File: config.mk
export PLATFORM = sky130hd
export DESIGN_NAME = uhr_uart
export DESIGN_NICKNAME = d
export VERILOG_FILES = /design/src/rtl/uhr_pkg.sv /design/src/rtl/uhr_uart.sv
export SDC_FILE = /design/constraint.sdc
export NUM_CORES = 1
export LEC_CHECK = 0
export BUFFER_PORTS_ARGS = -buffer_cell sky130_fd_sc_hd__buf_2
export CELL_PAD_IN_SITES_DETAIL_PLACEMENT = 0
export CELL_PAD_IN_SITES_GLOBAL_PLACEMENT = 1
export CORE_ASPECT_RATIO = 0.6
export CORE_UTILIZATION = 55
export CTS_CLUSTER_SIZE = 25
export DETAILED_ROUTE_END_ITERATION = 12
export HOLD_SLACK_MARGIN = 0.08
export PLACE_DENSITY_LB_ADDON = 0.1
export SYNTH_ARGS = -nofsm -noshare
export SYNTH_HDL_FRONTEND = slang
export SYNTH_SLANG_ARGS = --single-unit
File: constraint.sdc
create_clock -name clk_i -period 12.4 [get_ports clk_i]
set_clock_uncertainty 0.1 [all_clocks]
set_input_delay 0.62 -clock clk_i [delete_from_list [all_inputs] [get_ports clk_i]]
set_output_delay 0.62 -clock clk_i [all_outputs]
set_load 0.02 [all_outputs]
File: src/rtl/uhr_pkg.sv
// constants and types for the serial transceiver holding/interrupt block
package uhr_pkg;
  localparam int unsigned FIFO_DEPTH = 32;
  localparam int unsigned PTR_W      = 5;
  localparam int unsigned CNT_W      = 6;
  localparam logic [CNT_W-1:0] CNT_ONE  = 6'h01;
  localparam logic [CNT_W-1:0] CNT_FULL = 6'h20;
  // host register addresses
  localparam logic [2:0] ADDR_HOLD = 3'h0;
  localparam logic [2:0] ADDR_IER  = 3'h1;
  localparam logic [2:0] ADDR_FIFO = 3'h2;
  localparam logic [2:0] ADDR_LCR  = 3'h3;
  localparam logic [2:0] ADDR_MCR  = 3'h4;
  localparam logic [2:0] ADDR_LSR  = 3'h5;
  localparam logic [2:0] ADDR_MSR  = 3'h6;
  localparam logic [2:0] ADDR_SPR  = 3'h7;
  // reset values
  localparam logic [7:0]  IER_RESET = 8'h00;
  localparam logic [7:0]  FCR_RESET = 8'h00;
  localparam logic [7:0]  LCR_RESET = 8'h00;
  localparam logic [7:0]  MCR_RESET = 8'h00;
  localparam logic [7:0]  SPR_RESET = 8'hFF;
  localparam logic [15:0] DIV_RESET = 16'h0001;
  // field positions
  localparam int unsigned IER_RX    = 0;
  localparam int unsigned IER_TX    = 1;
  localparam int unsigned IER_LS    = 2;
  localparam int unsigned IER_MS    = 3;
  localparam int unsigned IER_SLEEP = 4;
  localparam int unsigned IER_XOFF  = 5;
  localparam int unsigned IER_RTS   = 6;
  localparam int unsigned IER_CTS   = 7;
  localparam int unsigned FCR_EN    = 0;
  localparam int unsigned FCR_RXRST = 1;
  localparam int unsigned FCR_TXRST = 2;
  localparam int unsigned LCR_PEN   = 3;
  localparam int unsigned LCR_EPS   = 4;
  localparam int unsigned LCR_BRK   = 6;
  localparam int unsigned LCR_DLAB  = 7;
  localparam int unsigned MCR_DTR   = 0;
  localparam int unsigned MCR_RTS   = 1;
  localparam int unsigned MDM_CTS   = 0;
  // interrupt source codes, bits 5:1 of the source register
  localparam logic [4:0] SRC_LS   = 5'h03;
  localparam logic [4:0] SRC_RX   = 5'h02;
  localparam logic [4:0] SRC_TX   = 5'h01;
  localparam logic [4:0] SRC_MS   = 5'h00;
  localparam logic [4:0] SRC_XOFF = 5'h08;
  localparam logic [4:0] SRC_FLOW = 5'h10;
  // receive trigger levels selected by fifo control bits 7:6
  localparam logic [CNT_W-1:0] TRIG_L0 = 6'h01;
  localparam logic [CNT_W-1:0] TRIG_L1 = 6'h08;
  localparam logic [CNT_W-1:0] TRIG_L2 = 6'h10;
  localparam logic [CNT_W-1:0] TRIG_L3 = 6'h1C;
  // 16x sample timing
  localparam logic [3:0] START_MID = 4'h7;
  localparam logic [3:0] BIT_LAST  = 4'hF;
  localparam logic [2:0] DATA_LAST = 3'h7;

  typedef struct packed {
    logic       cs_n;
    logic       rd_n;
    logic       wr_n;
    logic [2:0] addr;
    logic [7:0] data;
    logic       rx;
    logic [3:0] modem_n;
  } uhr_pins_t;
  localparam uhr_pins_t PINS_IDLE = '{cs_n: 1'b1, rd_n: 1'b1, wr_n: 1'b1,
                                      addr: 3'h0, data: 8'h00, rx: 1'b1,
                                      modem_n: 4'hF};

  typedef struct packed {
    logic       brk;
    logic       frm;
    logic       par;
    logic [7:0] data;
  } uhr_rx_entry_t;

  typedef enum logic [2:0] {
    SER_IDLE, SER_START, SER_DATA, SER_PAR, SER_STOP
  } uhr_ser_t;
endpackage

File: src/rtl/uhr_uart.sv
// serial transceiver: holding registers, fifos, mask and status logic
// What this block does
// - host write loads the transmit holding byte when fifo has room
// - transmit-holding-empty flag sets when empty or byte moves to shifter
// - host read returns oldest received byte and pops it
// - falling edge starts 16x count; mid start sample must be low
// - mask bit 7 raises interrupt on CTS pin rising
// - mask bit 6 raises interrupt on RTS pin rising
// - mask bit 5 enables interrupt on received Xoff character
// - mask bit 4 enables sleep mode
// - mask bit 3 lets modem status changes interrupt
// - mask bit 2 gates receive line status interrupt
// - mask bit 1 gates holding-empty interrupt mirroring status bit
// - mask bit 0 gates receive ready, trigger level in fifo mode
// - mask register resets to zero
// - enabled sources drive interrupt pin; masked ones suppressed
// - source register shows receive trigger, clears below level
// - data ready sets on push, holds until receive fifo empty
// - fifo mode with mask bits 0..3 clear is polled operation
// - status bits 1..4 report receive error types
// - status bit 5 is one when transmit fifo empty
// - status bit 6 one when transmit fifo and shifter empty
// - status bit 7 flags an errored byte in receive fifo
module uhr_uart
  import uhr_pkg::*;
(
  input  wire logic       clk_i,
  input  wire logic       rst_i,
  input  wire logic       cs_n_i,
  input  wire logic       rd_n_i,
  input  wire logic       wr_n_i,
  input  wire logic [2:0] addr_i,
  input  wire logic [7:0] data_i,
  output logic      [7:0] data_o,
  output logic            data_oe_n_o,
  input  wire logic       rx_i,
  output logic            tx_o,
  input  wire logic [3:0] modem_n_i,
  output logic            rts_n_o,
  output logic            dtr_n_o,
  input  wire logic [7:0] xoff_char_i,
  output logic            sleep_en_o,
  output logic            int_o
);
  function automatic logic [PTR_W-1:0] ptr_inc(input logic [PTR_W-1:0] p);
    ptr_inc = p + 5'h01;
  endfunction

  function automatic logic [CNT_W-1:0] trig_lvl(input logic [1:0] sel);
    case (sel)
      2'h0:    trig_lvl = TRIG_L0;
      2'h1:    trig_lvl = TRIG_L1;
      2'h2:    trig_lvl = TRIG_L2;
      default: trig_lvl = TRIG_L3;
    endcase
  endfunction

  uhr_pins_t pins_in;
  uhr_pins_t pins_s1_r;
  uhr_pins_t pins_s2_r;
  uhr_pins_t pins_s3_r;
  logic [7:0]  ier_r;
  logic [7:0]  fcr_r;
  logic [7:0]  lcr_r;
  logic [7:0]  mcr_r;
  logic [7:0]  spr_r;
  logic [15:0] div_r;
  logic [15:0] div_cnt_r;
  logic        tick;
  logic        rd_go;
  logic        wr_go;
  logic        dlab;
  logic        fifo_en;
  logic [CNT_W-1:0] cap;
  logic [7:0]  rd_val;
  logic [7:0]  rdata_r;
  logic        oe_r;

  assign pins_in = '{cs_n: cs_n_i, rd_n: rd_n_i, wr_n: wr_n_i, addr: addr_i,
                     data: data_i, rx: rx_i, modem_n: modem_n_i};

  // two-stage synchroniser, third stage only for edges
  always_ff @(posedge clk_i) begin
    if (rst_i) begin
      pins_s1_r <= PINS_IDLE;
      pins_s2_r <= PINS_IDLE;
      pins_s3_r <= PINS_IDLE;
    end else begin
      pins_s1_r <= pins_in;
      pins_s2_r <= pins_s1_r;
      pins_s3_r <= pins_s2_r;
    end
  end

  assign rd_go = !pins_s2_r.cs_n && !pins_s2_r.rd_n &&
                 (pins_s3_r.cs_n || pins_s3_r.rd_n);
  assign wr_go = !pins_s2_r.cs_n && !pins_s2_r.wr_n &&
                 (pins_s3_r.cs_n || pins_s3_r.wr_n);
  assign dlab    = lcr_r[LCR_DLAB];
  assign fifo_en = fcr_r[FCR_EN];
  assign cap     = fifo_en ? CNT_FULL : CNT_ONE;

  logic thr_wr;
  logic rhr_rd;
  logic isr_rd;
  logic lsr_rd;
  logic msr_rd;
  logic fcr_wr;
  assign thr_wr = wr_go && pins_s2_r.addr == ADDR_HOLD && !dlab;
  assign rhr_rd = rd_go && pins_s2_r.addr == ADDR_HOLD && !dlab;
  assign isr_rd = rd_go && pins_s2_r.addr == ADDR_FIFO;
  assign lsr_rd = rd_go && pins_s2_r.addr == ADDR_LSR;
  assign msr_rd = rd_go && pins_s2_r.addr == ADDR_MSR;
  assign fcr_wr = wr_go && pins_s2_r.addr == ADDR_FIFO;

  // host-written registers
  always_ff @(posedge clk_i) begin
    if (rst_i) begin
      ier_r <= IER_RESET;
      fcr_r <= FCR_RESET;
      lcr_r <= LCR_RESET;
      mcr_r <= MCR_RESET;
      spr_r <= SPR_RESET;
      div_r <= DIV_RESET;
    end else if (wr_go) begin
      case (pins_s2_r.addr)
        ADDR_HOLD: if (dlab) div_r[7:0] <= pins_s2_r.data;
        ADDR_IER:
          if (dlab) div_r[15:8] <= pins_s2_r.data;
          else ier_r <= pins_s2_r.data;
        ADDR_FIFO: fcr_r <= pins_s2_r.data & 8'hF9;
        ADDR_LCR:  lcr_r <= pins_s2_r.data;
        ADDR_MCR:  mcr_r <= pins_s2_r.data;
        ADDR_SPR:  spr_r <= pins_s2_r.data;
        default:   ;
      endcase
    end
  end

  // 16x sample enable from divisor
  always_ff @(posedge clk_i) begin
    if (rst_i) div_cnt_r <= 16'h0000;
    else if (tick) div_cnt_r <= 16'h0000;
    else div_cnt_r <= div_cnt_r + 16'h0001;
  end
  assign tick = (div_cnt_r + 16'h0001) >= div_r;

  logic fifo_clr_rx;
  logic fifo_clr_tx;
  logic fen_chg;
  assign fen_chg     = fcr_wr && (pins_s2_r.data[FCR_EN] != fifo_en);
  assign fifo_clr_rx = fcr_wr && (pins_s2_r.data[FCR_RXRST] || fen_chg);
  assign fifo_clr_tx = fcr_wr && (pins_s2_r.data[FCR_TXRST] || fen_chg);

  // transmit fifo
  logic [7:0]       tx_mem [FIFO_DEPTH];
  logic [PTR_W-1:0] tx_wp_r;
  logic [PTR_W-1:0] tx_rp_r;
  logic [CNT_W-1:0] tx_cnt_r;
  logic             tx_push;
  logic             tx_pop;
  uhr_ser_t         tx_st_r;
  assign tx_push = thr_wr && (tx_cnt_r < cap);
  assign tx_pop  = tx_st_r == SER_IDLE && tx_cnt_r != 6'h00;

  always_ff @(posedge clk_i) begin
    if (tx_push) tx_mem[tx_wp_r] <= pins_s2_r.data;
  end

  always_ff @(posedge clk_i) begin
    if (rst_i || fifo_clr_tx) begin
      tx_wp_r  <= '0;
      tx_rp_r  <= '0;
      tx_cnt_r <= '0;
    end else begin
      if (tx_push) tx_wp_r <= ptr_inc(tx_wp_r);
      if (tx_pop) tx_rp_r <= ptr_inc(tx_rp_r);
      tx_cnt_r <= tx_cnt_r + {5'h00, tx_push} - {5'h00, tx_pop};
    end
  end

  // transmit shifter, 8 data bits, optional parity, one stop
  logic [7:0] tx_sh_r;
  logic [3:0] tx_tc_r;
  logic [2:0] tx_bn_r;
  logic       tx_par_r;
  logic       tx_line_r;
  always_ff @(posedge clk_i) begin
    if (rst_i) begin
      tx_st_r   <= SER_IDLE;
      tx_sh_r   <= 8'h00;
      tx_tc_r   <= 4'h0;
      tx_bn_r   <= 3'h0;
      tx_par_r  <= 1'b0;
      tx_line_r <= 1'b1;
    end else begin
      case (tx_st_r)
        SER_IDLE: begin
          tx_line_r <= 1'b1;
          if (tx_pop) begin
            tx_sh_r  <= tx_mem[tx_rp_r];
            tx_par_r <= ^tx_mem[tx_rp_r] ^ ~lcr_r[LCR_EPS];
            tx_tc_r  <= 4'h0;
            tx_st_r  <= SER_START;
          end
        end
        default: if (tick) begin
          tx_tc_r <= tx_tc_r + 4'h1;
          case (tx_st_r)
            SER_START: tx_line_r <= 1'b0;
            SER_DATA:  tx_line_r <= tx_sh_r[0];
            SER_PAR:   tx_line_r <= tx_par_r;
            default:   tx_line_r <= 1'b1;
          endcase
          if (tx_tc_r == BIT_LAST) begin
            case (tx_st_r)
              SER_START: begin
                tx_st_r <= SER_DATA;
                tx_bn_r <= 3'h0;
              end
              SER_DATA: begin
                tx_sh_r <= {1'b0, tx_sh_r[7:1]};
                tx_bn_r <= tx_bn_r + 3'h1;
                if (tx_bn_r == DATA_LAST)
                  tx_st_r <= lcr_r[LCR_PEN] ? SER_PAR : SER_STOP;
              end
              SER_PAR: tx_st_r <= SER_STOP;
              default: tx_st_r <= SER_IDLE;
            endcase
          end
        end
      endcase
    end
  end
  assign tx_o = tx_line_r && !lcr_r[LCR_BRK];

  // receiver
  uhr_ser_t   rx_st_r;
  logic [7:0] rx_sh_r;
  logic [3:0] rx_tc_r;
  logic [2:0] rx_bn_r;
  logic       rx_pe_r;
  logic       rx_fall;
  logic       rx_push;
  uhr_rx_entry_t rx_ent;
  assign rx_fall = pins_s3_r.rx && !pins_s2_r.rx;
  assign rx_push = rx_st_r == SER_STOP && tick && rx_tc_r == BIT_LAST;
  assign rx_ent  = '{brk: !pins_s2_r.rx && rx_sh_r == 8'h00,
                     frm: !pins_s2_r.rx, par: rx_pe_r, data: rx_sh_r};

  always_ff @(posedge clk_i) begin
    if (rst_i) begin
      rx_st_r <= SER_IDLE;
      rx_sh_r <= 8'h00;
      rx_tc_r <= 4'h0;
      rx_bn_r <= 3'h0;
      rx_pe_r <= 1'b0;
    end else begin
      case (rx_st_r)
        SER_IDLE: if (rx_fall) begin
          rx_tc_r <= 4'h0;
          rx_st_r <= SER_START;
        end
        SER_START: if (tick) begin
          rx_tc_r <= rx_tc_r + 4'h1;
          if (rx_tc_r == START_MID) begin
            rx_tc_r <= 4'h0;
            rx_bn_r <= 3'h0;
            rx_pe_r <= 1'b0;
            rx_st_r <= pins_s2_r.rx ? SER_IDLE : SER_DATA;
          end
        end
        default: if (tick) begin
          rx_tc_r <= rx_tc_r + 4'h1;
          if (rx_tc_r == BIT_LAST) begin
            case (rx_st_r)
              SER_DATA: begin
                rx_sh_r <= {pins_s2_r.rx, rx_sh_r[7:1]};
                rx_bn_r <= rx_bn_r + 3'h1;
                if (rx_bn_r == DATA_LAST)
                  rx_st_r <= lcr_r[LCR_PEN] ? SER_PAR : SER_STOP;
              end
              SER_PAR: begin
                rx_pe_r <= pins_s2_r.rx != (^rx_sh_r ^ ~lcr_r[LCR_EPS]);
                rx_st_r <= SER_STOP;
              end
              default: rx_st_r <= SER_IDLE;
            endcase
          end
        end
      endcase
    end
  end

  // receive fifo with error tags
  uhr_rx_entry_t    rx_mem [FIFO_DEPTH];
  logic [PTR_W-1:0] rx_wp_r;
  logic [PTR_W-1:0] rx_rp_r;
  logic [CNT_W-1:0] rx_cnt_r;
  logic [CNT_W-1:0] rx_ecnt_r;
  logic             rx_wr;
  logic             rx_pop;
  logic             rx_ovr;
  logic             ent_err;
  logic             top_err;
  assign rx_ovr  = rx_push && rx_cnt_r >= cap;
  assign rx_wr   = rx_push && !rx_ovr;
  assign rx_pop  = rhr_rd && rx_cnt_r != 6'h00;
  assign ent_err = rx_ent.brk || rx_ent.frm || rx_ent.par;
  assign top_err = rx_mem[rx_rp_r].brk || rx_mem[rx_rp_r].frm ||
                   rx_mem[rx_rp_r].par;

  always_ff @(posedge clk_i) begin
    if (rx_wr) rx_mem[rx_wp_r] <= rx_ent;
  end

  always_ff @(posedge clk_i) begin
    if (rst_i || fifo_clr_rx) begin
      rx_wp_r   <= '0;
      rx_rp_r   <= '0;
      rx_cnt_r  <= '0;
      rx_ecnt_r <= '0;
    end else begin
      if (rx_wr) rx_wp_r <= ptr_inc(rx_wp_r);
      if (rx_pop) rx_rp_r <= ptr_inc(rx_rp_r);
      rx_cnt_r <= rx_cnt_r + {5'h00, rx_wr} - {5'h00, rx_pop};
      rx_ecnt_r <= rx_ecnt_r + {5'h00, rx_wr && ent_err} -
                   {5'h00, rx_pop && top_err};
    end
  end

  // sticky line errors: overrun, parity, framing, break
  logic [3:0] lsr_err_r;
  always_ff @(posedge clk_i) begin
    if (rst_i) lsr_err_r <= 4'h0;
    else lsr_err_r <= (lsr_rd ? 4'h0 : lsr_err_r) |
                      {rx_wr && rx_ent.brk, rx_wr && rx_ent.frm,
                       rx_wr && rx_ent.par, rx_ovr};
  end

  logic [7:0] line_status_reg;
  assign line_status_reg = {rx_ecnt_r != 6'h00,
                tx_cnt_r == 6'h00 && tx_st_r == SER_IDLE,
                tx_cnt_r == 6'h00,
                lsr_err_r,
                rx_cnt_r != 6'h00};

  // modem status and flow events
  logic [3:0] mdm_now;
  logic [3:0] msr_dlt_r;
  logic       cts_evt_r;
  logic       rts_evt_r;
  logic       xoff_evt_r;
  logic       rts_rise;
  assign mdm_now  = ~pins_s2_r.modem_n;
  assign rts_rise = wr_go && pins_s2_r.addr == ADDR_MCR &&
                    mcr_r[MCR_RTS] && !pins_s2_r.data[MCR_RTS];
  always_ff @(posedge clk_i) begin
    if (rst_i) begin
      msr_dlt_r  <= 4'h0;
      cts_evt_r  <= 1'b0;
      rts_evt_r  <= 1'b0;
      xoff_evt_r <= 1'b0;
    end else begin
      msr_dlt_r <= (msr_rd ? 4'h0 : msr_dlt_r) |
                   (pins_s2_r.modem_n ^ pins_s3_r.modem_n);
      cts_evt_r <= (cts_evt_r && !isr_rd) ||
                   (pins_s2_r.modem_n[MDM_CTS] &&
                    !pins_s3_r.modem_n[MDM_CTS]);
      rts_evt_r <= (rts_evt_r && !isr_rd) || rts_rise;
      xoff_evt_r <= (xoff_evt_r && !isr_rd) ||
                    (rx_wr && rx_ent.data == xoff_char_i);
    end
  end

  // interrupt sources, priority and pin
  logic       s_ls, s_rx, s_tx, s_ms, s_xoff, s_flow;
  logic [4:0] src;
  logic       pend;
  assign s_ls   = ier_r[IER_LS] && lsr_err_r != 4'h0;
  assign s_rx   = ier_r[IER_RX] && (fifo_en ?
                  rx_cnt_r >= trig_lvl(fcr_r[7:6]) :
                  rx_cnt_r != 6'h00);
  assign s_tx   = ier_r[IER_TX] && line_status_reg[5];
  assign s_ms   = ier_r[IER_MS] && msr_dlt_r != 4'h0;
  assign s_xoff = ier_r[IER_XOFF] && xoff_evt_r;
  assign s_flow = (ier_r[IER_CTS] && cts_evt_r) ||
                  (ier_r[IER_RTS] && rts_evt_r);
  assign pend   = s_ls || s_rx || s_tx || s_ms || s_xoff || s_flow;

  always_comb begin
    src = SRC_MS;
    if (s_ls) src = SRC_LS;
    else if (s_rx) src = SRC_RX;
    else if (s_tx) src = SRC_TX;
    else if (s_ms) src = SRC_MS;
    else if (s_xoff) src = SRC_XOFF;
    else if (s_flow) src = SRC_FLOW;
  end

  logic int_r;
  always_ff @(posedge clk_i) begin
    if (rst_i) int_r <= 1'b0;
    else int_r <= pend;
  end
  assign int_o      = int_r;
  assign sleep_en_o = ier_r[IER_SLEEP];
  assign rts_n_o    = !mcr_r[MCR_RTS];
  assign dtr_n_o    = !mcr_r[MCR_DTR];

  // read mux and bus drive
  always_comb begin
    case (pins_s2_r.addr)
      ADDR_HOLD: rd_val = dlab ? div_r[7:0] : rx_mem[rx_rp_r].data;
      ADDR_IER:  rd_val = dlab ? div_r[15:8] : ier_r;
      ADDR_FIFO: rd_val = {fifo_en, fifo_en, src, !pend};
      ADDR_LCR:  rd_val = lcr_r;
      ADDR_MCR:  rd_val = mcr_r;
      ADDR_LSR:  rd_val = line_status_reg;
      ADDR_MSR:  rd_val = {mdm_now, msr_dlt_r};
      default:   rd_val = spr_r;
    endcase
  end

  always_ff @(posedge clk_i) begin
    if (rst_i) begin
      rdata_r <= 8'h00;
      oe_r    <= 1'b0;
    end else begin
      if (rd_go) rdata_r <= rd_val;
      oe_r <= !pins_s2_r.cs_n && !pins_s2_r.rd_n;
    end
  end
  assign data_o      = rdata_r;
  assign data_oe_n_o = !oe_r;
endmodule

Yosys cells after proc, flatten, opt, wreduce, memory -nomap -nowiden
Memories as Yosys holds them, arrays and structs flattened. A register that Yosys moved wholly into a read port is not among the register bits.
Index checks and enable logic that the tools add are counted.
{ "totals": {"memories": 2, "ram_bits": 608, "register_bits": 214} }
{ "classes": {"muxes": 65, "n_lt_le_gt_ge": 4, "add_sub_neg": 15, "n_reduce_logical": 121, "eq_ne": 30, "bitwise_logic": 11} }
{ "memory_table": {"columns": ["memory", "words", "width", "read_ports", "rd_ports_with_merged_regs", "write_ports", "line", "rtl"], "rows": [
  ["rx_mem", 32, 11, 1, 1, 1, "uhr_uart.sv:296", "uhr_rx_entry_t rx_mem [FIFO_DEPTH];"],
  ["tx_mem", 32, 8, 1, 1, 1, "uhr_uart.sv:156", "logic [7:0] tx_mem [FIFO_DEPTH];"]
]} }
{ "ops": {"columns": ["operator", "n"], "rows": [
  ["$mux W8", 7],
  ["$pmux W8 S7", 1],
  ["$mux W3", 17],
  ["$mux W5", 10],
  ["$logic_and A1 B1 Y1", 46],
  ["$mux W4", 9],
  ["$pmux W3 S2", 4],
  ["$eq A3 B3 Y1 const B", 7],
  ["$add A5 B1 Y5 const B", 4],
  ["$logic_or A1 B1 Y1", 19],
  ["$add A6 B1 Y6", 3],
  ["$eq A3 B2 Y1 const B", 6],
  ["$reduce_bool A6 Y1", 3],
  ["$sub A6 B1 Y6", 3],
  ["$add A16 B1 Y16 const B", 1],
  ["$ge A16 B16 Y1", 1],
  ["$reduce_and A4 Y1", 4],
  ["$reduce_bool A2 Y1", 8],
  ["$reduce_xor A8 Y1", 2],
  ["$pmux W5 S3", 1],
  ["$logic_not A1 Y1", 14],
  ["$ge A6 B6 Y1", 2],
  ["$reduce_and A2 Y1", 6],
  ["$reduce_and A3 Y1", 4],
  ["34 further kinds", 64]
]} }

Logic depth before layout (Yosys ltp)
Gate-level depths: netlist (run 1).
{ "logic_depth": {"word_depth": 12, "mapped_depth": 26} }

Worst setup path after synthesis (run 1)
No wires, ideal clock.
{ "synth_path": {"path_type": "reg2reg", "from": "register div_cnt_r[0]", "to": "register rx_ecnt_r[4]", "setup_time_ps": 128, "path_stages_with_launch": 27, "synth_period_minus_slack_ps": 4242, "setup_slack_ps": 8158, "required_time_ps": 12172, "arrival_ps": 4014, "path_cell_list": "dfxtp_1 > ha_1 > nand2_1 > nor2_1 > and3_1 > xor2_1 > ha_1 > nand4_1 > nor2_1 > nor2_1 > nand2_1 > a21oi_1 > o21ai_1 > and3_1 > clkbuf_1 > o21ai_0 > ha_1 > inv_1 > ha_1 > inv_1 > fa_1 > inv_1 > a21oi_1 > nor2_1 > nor2_1 > xor2_1 > nor2_1"} }
{ "synth_via": {"elab_chain_cells": 10} }
{ "synth_rtl": {"columns": ["item", "line", "rtl"], "rows": [
  ["start, declared", "uhr_uart.sv:68", "logic [15:0] div_cnt_r;"],
  ["start signal, assigned", "uhr_uart.sv:144", "else div_cnt_r <= div_cnt_r + 16'h0001;"],
  ["$add A16 B1 Y16 *", "uhr_uart.sv:146", "assign tick = (div_cnt_r + 16'h0001) >= div_r;"],
  ["$ge A16 B16 Y1 *", "uhr_uart.sv:146", null],
  ["$logic_and A1 B1 Y1 * (2 in series)", "uhr_uart.sv:247", "assign rx_push = rx_st_r == SER_STOP && tick && rx_tc_r == BIT_LAST;"],
  ["$logic_and A1 B1 Y1", "uhr_uart.sv:306", "assign rx_ovr = rx_push && rx_cnt_r >= cap;"],
  ["$logic_not A1 Y1", "uhr_uart.sv:307", "assign rx_wr = rx_push && !rx_ovr;"],
  ["$logic_and A1 B1 Y1 *", "uhr_uart.sv:307", null],
  ["$logic_and A1 B1 Y1 *", "uhr_uart.sv:327", "rx_ecnt_r <= rx_ecnt_r + {5'h00, rx_wr && ent_err} -"],
  ["$add A6 B1 Y6 *", "uhr_uart.sv:327", null],
  ["$sub A6 B1 Y6 *", "uhr_uart.sv:327", null],
  ["end signal, assigned", "uhr_uart.sv:327", null],
  ["end, declared", "uhr_uart.sv:300", "logic [CNT_W-1:0] rx_ecnt_r;"]
]} }
Every way passes the cells marked *; elsewhere a longest branch is shown, timed or not.
A chain may end at the register's enable or synchronous reset.

==> results.py, run 1 <==
metrics = {
    "final_layout": {
        "sequential_cell_area_mm2": 0.0227,
        "drive_above_1_share": 0.164,
        "n_fill_cell": 4389,
        "syn_to_final_growth_pct": 10.8,
        "antenna_cells": 0,
        "layout_commonest_cell": "edfxtp_1",
        "multi_input_area_mm2": 0.0101,
        "nets": 2381,
        "final_cell_mix": "edfxtp_1, nor2_1, dfxtp_1, mux4_2, mux2i_1",
        "utilization": 0.622,
    },
    "global_route": {
        "grt_max_degree": 89,
        "grt_overflow": 0,
        "grt.total_usage": 0.271,
        "grt_first_pass_wirelength_um": 120000,
        "antenna_found_initial": 1,
        "first_global_vias": 18300,
    },
    "synth": {
        "yosys_register_bits": 829,
        "ys_async_sr_fraction": 0,
        "synth_top_area_frac": 0.545,
        "synth-seq-area-share": 0.677,
        "synth.area.top_cells": "edfxtp_1, dfxtp_1, mux4_2, mux2i_1, nor2_1",
        "yosys_warnings": 0,
        "synth.distinct_cells": 71,
        "syn_nets": 2319,
        "synthFlopType": "edfxtp_1",
        "yosys.area.top_type": "edfxtp_1",
        "synth_edf_count": 608,
        "synth_area_mm2": 0.0335,
        "syn_area_per_cell_um2": 15.1,
        "synth_cells": 2218,
    },
    "place": {
        "portBuffers": 42,
        "place.gp.congestion": 0.865,
        "hpwl_um": 54800,
    },
    "pwr": {
        "power.density_mw_per_mm2": 160,
        "p_sw_frac": 0.237,
        "combPwrFrac": 0.100,
        "ir_drop_mv": 0.132,
        "seq_power_share": 0.511,
        "p_leak_nw": 12.7,
        "p_switching_mw": 1.40,
        "p_clk_frac": 0.389,
        "p_int_mw": 4.52,
    },
    "timing": {
        "fmax_ghz": 0.202,
        "tightest_slew_ps": 1250,
        "min_period_ps": 4950,
        "rsz0062_at_grt": "no",
        "setup_viol": 0,
        "timing.final.crit_share": 0.399,
        "finalSetupTns_ps": 0,
        "drv_slew": 0,
        "hold_viol_final": 0,
        "slew_headroom": 0.155,
    },
    "outcome": {
        "status": "complete, no violations",
    },
    "clocking": {
        "cts_tree": "yes",
        "clock_sinks": 829,
        "numCtsBuffers": 75,
        "ctsHoldBuffers": 10,
        "cts_setup_buffers": 0,
        "htreeDepth": 3,
        "clk_pin_slew_ps": 60,
        "cts-resized-gates": 0,
        "clk_latency_ps": 640,
        "cts_root_buf": "clkbuf_16",
        "cts_buffer_depth": 3,
    },
    "critical_path": {
        "crit_type": "reg2reg",
        "worstRegToRegCells": 18,
        "crit_path_start_kind": "register",
        "cp.arrival_ps": 5330,
        "cp_data_required_time_ps": 12780,
        "r2r_end": "rx_ecnt_r[4]",
        "r2r_slack_ps": 7450,
        "cp_max_fo": 35,
        "critPathCaptureType": "register",
    },
    "worst_hold_path": {
        "hold_depth": 2,
        "holdCritPathClass": "in2reg",
        "min_to": "pins_s1_r[0]",
        "hold_start": "modem_n_i[0]",
    },
    "floorplan": {
        "pin_count": 43,
        "core-area_mm2": 0.0597,
        "chipWidth_um": 321,
        "die_h_um": 193,
        "start_util": 0.561,
        "dieArea_mm2": 0.0619,
        "rows": 69,
    },
    "route": {
        "via_count": 19100,
        "drc": 0,
        "dr.pass1.iters": 6,
        "totalWireLength_um": 82400,
        "drt.antenna.violating_nets": 0,
        "first_iter_violations": 2167,
        "wire_per_inst_um": 26.1,
        "viasPerCell": 6.04,
    },
    "flow_run": {
        "cap_violations": 0,
    },
}
## area by class of cell
cell class	count	area share
flip-flops and latches	829	0.612
inverters	75	0.00759
multi-input cells	1205	0.271
repair buffers	94	0.0169
well taps	816	0.0275
clock inverters	46	0.0109
clock buffers	94	0.0539
## sequential cells by signal (all words and copies together) (netlist names), 5 cells and up, named ones only
register and cells:
rx_sh_r 8, pins_s2_r 19, tx_cnt_r 6, rx_wp_r 5, rx_rp_r 5, lcr_r 8
div_r 16, ier_r 8, tx_sh_r 8, tx_wp_r 5, pins_s3_r 8, data_o 8
div_cnt_r 16, rx_cnt_r 6, mcr_r 8, spr_r 8, tx_rp_r 5, tx_mem 256
rx_mem 352, rx_ecnt_r 6, pins_s1_r 19
## cell usage after synthesis (6+ instances only)
cell	number
edfxtp_1	608
nor2_1	239
dfxtp_1	221
mux4_2	139
mux2i_1	101
a21oi_1	94
nand2_1	93
clkbuf_1	82
inv_1	74
ha_1	69
nor2b_1	55
o21ai_0	43
xor2_1	36
xnor2_1	31
or2_2	29
nor3_1	26
nand3_1	19
nor4_1	18
a211oi_1	15
nand4_1	15
buf_2	13
nand2b_1	13
or3_1	12
and3_1	11
o211ai_1	11
a21o_1	10
mux2_2	10
a211o_1	9
a22oi_1	8
nand3b_1	8
o22ai_1	8
buf_1	7
a22o_1	6
and2_1	6
## layer usage
layer  wire, um  track usage  vias up
li1           -            -     8480
met1      39600        0.437     9654
met2      30800        0.329      843
met3      10800        0.116       88
met4       1150       0.0537        2
met5         13            0        -
## worst max-delay path: stages (launching register included)
cell and delay [ps]:
dfxtp_4 460, buf_4 590, nor4b_1 400, nor3_1 90
o21ai_0 850, o22ai_1 210, o21ai_0 240, a21oi_1 190
ha_1 380, inv_1 60, ha_1 160, inv_1 60
fa_1 440, inv_1 80, a21oi_1 70, nor2_1 130
nor2_1 70, xor2_1 140, nor2_1 50
## worst max path at each step
stage	startpoint	endpoint	slack (ps)
finish	register	rx_ecnt_r[4]	7450
global route	div_cnt_r[0]	rx_ecnt_r[4]	7070
CTS	div_cnt_r[0]	rx_ecnt_r[4]	7520
detailed placement	div_cnt_r[0]	rx_cnt_r[4]	7570
global placement	div_cnt_r[0]	rx_ecnt_r[4]	7690
floorplan	div_cnt_r[0]	rx_ecnt_r[4]	8160
## power groups by stage
stage / Sequential (mW) / Clock [mW] / Combinational [mW]
after global routing: 3.03 / 2.43 / 0.645
final: 3.03 / 2.30 / 0.593
after CTS: 3.03 / 2.33 / 0.593
after global placement: 3.09 / 0 / 0.574
after floorplan: 3.07 / 0 / 0.441
after detailed placement: 3.09 / 0 / 0.588
## logic make-up after synthesis
| group | count (synthesis) | share of synthesized area |
|---|---|---|
| multiplexers | 250 | 0.127 |
| adder cells (fa/ha/maj) | 72 | 0.0276 |
| XOR/XNOR | 67 | 0.0175 |
| buffers and inverters | 184 | 0.0222 |
| AO/OA/AOI/OAI | 245 | 0.0461 |
| flip-flops | 829 | 0.677 |
| AND/OR/NAND/NOR | 571 | 0.0822 |
## metrics by stage
step                hold WS [ps]  instances  setup slack [ps]  power, mW  cell area [um^2]
CTS                         86.5       3159              7520       5.95             37100
finish                       108       3159              7450       5.92             37100
detailed placement           293       3009              7570       3.68             34600
floorplan                    289       2218              8160       3.52             33500
global route                96.3       3159              7070       6.11             37100
global placement             291       3009              7690       3.66             34600
Note: power is estimated with default switching activity, not from simulation.
==> inputs of run 2 (changes only) <==
- CORE_UTILIZATION: 55 -> 48
- clock period: 12.4 -> 4.42 ns (I/O delays scaled with it)
==> run 2 against run 1 <==
Worst setup slack got worse by 7200 ps. Highest routed layer is now met4. Combinational power increased to 2.8 times the previous value. Register-to-register slack got worse by 7200 ps. Largest cell class unchanged.
==> results.py, run 2 (synthesized netlist as in run 1, its figures left out) <==
metrics = {
    "worst_hold_path": {
        "holdCritPathClass": "in2reg",
    },
    "route": {
        "via_count": 19500,
        "drc": 0,
        "viasPerCell": 5.78,
        "wire_per_inst_um": 25.4,
        "totalWireLength_um": 85700,
        "first_iter_violations": 2225,
        "dr.pass1.iters": 6,
        "drt.antenna.violating_nets": 0,
    },
    "global_route": {
        "antenna_found_initial": 4,
        "grtUsageMet3": 0.0919,
        "grt.total_usage": 0.245,
        "gr-usage-met1": 0.409,
        "grt_overflow": 0,
        "grt_max_degree": 69,
        "grt_first_pass_wirelength_um": 125000,
        "busiest_layer": "met1",
        "gr-usage-met2": 0.296,
        "first_global_vias": 18600,
    },
    "critical_path": {
        "critPathSlowestCell": "dfxtp_1",
        "cp.arrival_ps": 4570,
        "crit_path_start_kind": "register",
        "cp_top_family": "compound AO/OA/AOI/OAI gates",
        "cp_slowest_stage_delay_ps": 400,
        "crit_type": "reg2reg",
        "critical_path.cell_chain": "nand3_1 > nor2_2 > nand2_1 > nor2_1 > xor2_1 > ha_1 > a21o_1 > a21o_1 > a21oi_2 > o21ai_2 > and3_4 > buf_4 > inv_1 > ha_1 > inv_1 > ha_1 > a21o_1 > a21oi_2 > o21bai_1 > a21oi_1 > xnor2_1 > nor2_1",
        "cp_max_fo": 7,
        "critPathBufInv": 3,
        "critPathCaptureType": "register",
        "cp_data_required_time_ps": 4810,
    },
    "clocking": {
        "htreeDepth": 3,
        "clock_sinks": 829,
        "cts_setup_buffers": 0,
        "numCtsBuffers": 79,
        "cts_root_buf": "clkbuf_16",
        "cts_buffer_depth": 3,
        "clk_latency_ps": 640,
        "clk_pin_slew_ps": 60,
        "cts_tree": "yes",
    },
    "timing": {
        "hold_viol_final": 0,
        "rsz0062_at_grt": "yes",
        "slew_headroom": 0.371,
        "min_period_ps": 4180,
        "fmax_ghz": 0.239,
        "drv_slew": 0,
        "tightest_slew_ps": 940,
        "timing.final.crit_share": 0.945,
        "setup_viol": 0,
    },
    "final_layout": {
        "syn_to_final_growth_pct": 14.4,
        "final_cell_mix": "edfxtp_1, nor2_1, dfxtp_1, mux4_2, buf_4",
        "drive_above_1_share": 0.201,
        "top_regs": "rx_mem (352), tx_mem (256)",
        "nets": 2494,
        "utilization": 0.559,
        "top_register": "rx_mem",
        "layout_commonest_cell": "edfxtp_1",
        "largest_register_ffs": 352,
    },
    "flow_run": {
        "cap_violations": 0,
    },
    "outcome": {
        "status": "complete, no violations",
    },
    "pwr": {
        "p_leak_nw": 13.4,
        "power.total_mw": 16.9,
        "ir_drop_mv": 0.315,
        "power.density_mw_per_mm2": 442,
    },
    "place": {
        "hpwl_um": 58000,
        "portBuffers": 42,
        "place.gp.congestion": 0.843,
    },
    "floorplan": {
        "pin_count": 43,
        "rows": 74,
        "core-area_mm2": 0.0685,
        "die_h_um": 207,
        "start_util": 0.489,
        "chipWidth_um": 343,
        "dieArea_mm2": 0.0709,
    },
}
[run 2: what timing repair did]
action / 4_1_cts / 5_1_grt
endpoints found under the setup margin: 0 / 7
gates resized for setup: 0 / 19
hold endpoints to repair: 44 / 0
hold buffers: 30 / 0
[run 2: area by class of cell]
| cell class | count | area, um^2 |
|---|---|---|
| diodes | 2 | 5.00 |
| clock buffers | 114 | 2210 |
| clock inverters | 29 | 319 |
| fillers | 5402 | 30200 |
| inverters | 75 | 282 |
| multi-input cells | 1205 | 10100 |
| flip-flops and latches | 829 | 22700 |
| well taps | 912 | 1140 |
| repair buffers | 203 | 1530 |
[run 2: final timing paths]
check / from / to / slack (ps) / cells past startpoint
worst max-delay path: div_cnt_r[2] / rx_cnt_r[5] / 240 / 22
worst min-delay path: xoff_char_i[4] / xoff_evt_r / 110 / 5
worst max register to register: div_cnt_r[2] / rx_cnt_r[5] / 240 / 22
worst min register to register: pins_s1_r[18] / pins_s2_r[18] / 310 / 1
[run 2: where the power goes]
part,internal (mW),leakage (nW),switching [mW],total [mW]
clock network,3.84,1.22,2.89,6.73
logic,0.743,4.47,0.950,1.69
registers,8.39,7.69,0.124,8.52
[run 2: metal layers]
layer / vias to the layer above / routed length (um)
li1: 8700 / -
met1: 9865 / 42200
met2: 828 / 31600
met3: 83 / 10800
met4: 0 / 1030
met5: - / 0
[run 2: per-stage QoR]
| stage | cell area (um^2) | hold slack [ps] | cells | TNS, ps | setup WS [ps] |
|---|---|---|---|---|---|
| finish | 38300 | 111 | 3369 | 0 | 242 |
| global route | 38300 | 118 | 3367 | -41.7 | -32.5 |
| global placement | 35400 | 298 | 3194 | 0 | 124 |
| CTS | 38300 | 80.2 | 3367 | 0 | 15.9 |
| floorplan | 33500 | 225 | 2218 | 0 | 178 |
| detailed placement | 35400 | 301 | 3194 | 0 | 75.5 |
[run 2: tightest hold or removal path, stage by stage]
cell	delay [ps]
buf_2	100
xor2_1	120
nor4_1	80
a32oi_1	220
nor2_1	50
==> inputs of run 3 (changes only) <==
- GPL_TIMING_DRIVEN: default -> 0
==> run 3 against run 2 <==
Sequential share of layout area grew 0.58 points. Total power grew 0.64%. Critical path depth shrank 8. Register-to-register slack lost 50 ps. Sequential power is essentially flat. Core utilization shrank 0.53 points. Fmax shrank 1.1%. Die area is the same. Worst setup slack lost 48 ps. Via count grew 1.5%. Combinational power grew 8%. Clock power is essentially flat. Largest power group unchanged.
==> results.py, run 3 (synthesized netlist as in run 1, its figures left out) <==
metrics = {
    "outcome": {
        "status": "complete, no violations",
    },
    "final_layout": {
        "top_regs": "rx_mem (352), tx_mem (256)",
        "antenna_cells": 0,
        "layout_commonest_cell": "edfxtp_1",
        "top_register": "rx_mem",
        "nets": 2466,
        "syn_to_final_growth_pct": 13.3,
        "utilization": 0.554,
        "largest_register_ffs": 352,
        "final_cell_mix": "edfxtp_1, nor2_1, dfxtp_1, mux4_2, mux2i_1",
        "drive_above_1_share": 0.182,
        "fin_cells": 3339,
    },
    "pwr": {
        "ir_drop_mv": 0.291,
        "p_leak_nw": 12.9,
        "power.density_mw_per_mm2": 449,
    },
    "route": {
        "wire_per_inst_um": 27.4,
        "drt.antenna.violating_nets": 0,
        "viasPerCell": 5.92,
        "via_count": 19800,
        "dr.pass1.iters": 5,
        "drc": 0,
        "totalWireLength_um": 91400,
        "first_iter_violations": 2306,
    },
    "critical_path": {
        "critPathSlowestCell": "nor2_1",
        "cp-endpoint": "rx_mem[13][3]",
        "r2r_end": "rx_mem[13][3]",
        "cp.arrival_ps": 4370,
        "critPathBufInv": 1,
        "cp_slowest_stage_delay_ps": 1070,
        "cp_max_fo": 11,
        "worstRegToRegCells": 14,
        "crit_type": "reg2reg",
        "cp_data_required_time_ps": 4560,
        "crit_path_start_kind": "register",
        "cp_top_family": "simple AND/OR/NAND/NOR gates",
        "crit_start": "div_cnt_r[0]",
        "critical_path.cell_chain": "ha_2 > nand2_1 > nor2_4 > and3_4 > xor2_2 > ha_1 > nand4_1 > buf_4 > nor2_1 > a21oi_2 > o21ai_4 > and3_4 > nand2_1 > nor2_1",
        "r2r_slack_ps": 190,
        "cp.depth": 14,
        "critPathCaptureType": "register",
        "r2r-start": "div_cnt_r[0]",
    },
    "worst_hold_path": {
        "hold_start": "xoff_char_i[1]",
        "holdCritPathClass": "in2reg",
    },
    "global_route": {
        "first_global_vias": 18700,
        "grt_first_pass_wirelength_um": 131000,
        "grt_overflow": 0,
        "grt.total_usage": 0.262,
        "grt_max_degree": 40,
        "antenna_found_initial": 4,
    },
    "place": {
        "dpl.cell_count": 3176,
        "hpwl_um": 63600,
        "place.gp.congestion": 0.926,
        "portBuffers": 42,
    },
    "floorplan": {
        "chipWidth_um": 343,
        "rows": 74,
        "dieArea_mm2": 0.0709,
        "die_h_um": 207,
        "core-area_mm2": 0.0685,
        "start_util": 0.489,
        "pin_count": 43,
    },
    "flow_run": {
        "cap_violations": 0,
    },
    "timing": {
        "slew_headroom": 0.0564,
        "hold_viol_final": 0,
        "finalSetupTns_ps": 0,
        "drv_slew": 0,
        "min_period_ps": 4230,
        "tightest_slew_ps": 1410,
        "fmax_ghz": 0.237,
        "timing.final.crit_share": 0.956,
        "setup_viol": 0,
    },
    "clocking": {
        "cts_buffer_depth": 3,
        "numCtsBuffers": 76,
        "cts_root_buf": "clkbuf_16",
        "clock_sinks": 829,
        "clk_latency_ps": 640,
        "cts_tree": "yes",
        "htreeDepth": 3,
        "clk_pin_slew_ps": 70,
    },
}
==> run 3: metal layers <==
metal / global-route usage / share of wire
met3: 0.0799 / 0.11
met4: 0.0475 / 0.012
met1: 0.428 / 0.49
met5: 0 / 0.000098
met2: 0.337 / 0.39
==> run 3: cell type report <==
type | count | area (um^2)
Buffer | 106 | 484
Timing Repair Buffer | 72 | 563
Inverter | 75 | 282
Sequential cell | 829 | 22700
Fill cell | 5415 | 30600
Clock inverter | 47 | 463
Tap cell | 912 | 1140
Clock buffer | 93 | 2060
Multi-Input combinational cell | 1205 | 10300
==> run 3: tightest hold or removal path, stage by stage <==
cell and delay [ps]:
buf_2 110, xor2_1 120, nor4_1 90, a32oi_1 200
nor2_1 60
==> run 3: metrics by stage <==
step	instance area [um^2]	power (mW)	worst slack (ps)	hold slack, ps
after floorplan	33500	9.86	178	225
after global placement	34800	10.4	-1830	297
after detailed placement	34900	10.4	-1840	298
after CTS	37800	17.1	-20.8	82.9
after global routing	38000	17.6	-23.8	127
final	38000	17.0	194	112
==> run 3: power by group <==
| part | total (mW) | internal, mW | switching, mW |
|---|---|---|---|
| Combinational | 1.82 | 0.735 | 1.09 |
| Clock | 6.73 | 3.81 | 2.92 |
| Sequential | 8.49 | 8.39 | 0.104 |
| Total | 17.0 | 12.9 | 4.11 |
==> run 3: worst min-delay path by stage <==
stage	to	depth (start not counted)
3_5_place_dp	pins_s2_r[0]	1
6_report	xoff_evt_r	5
2_1_floorplan	pins_s1_r[0]	1
4_1_cts	xoff_evt_r	5
5_1_grt	xoff_evt_r	5
3_3_place_gp	pins_s2_r[16]	1
==> run 3: repair_timing <==
action / in CTS / in global routing
gates resized for setup: 27 / 43
cloned: 0 / 0
setup buffers: 1 / 4
hold buffers: 20 / 0
pin swaps: 1 / 10
endpoints found under the hold margin: 23 / 0
setup endpoints to repair: 372 / 364
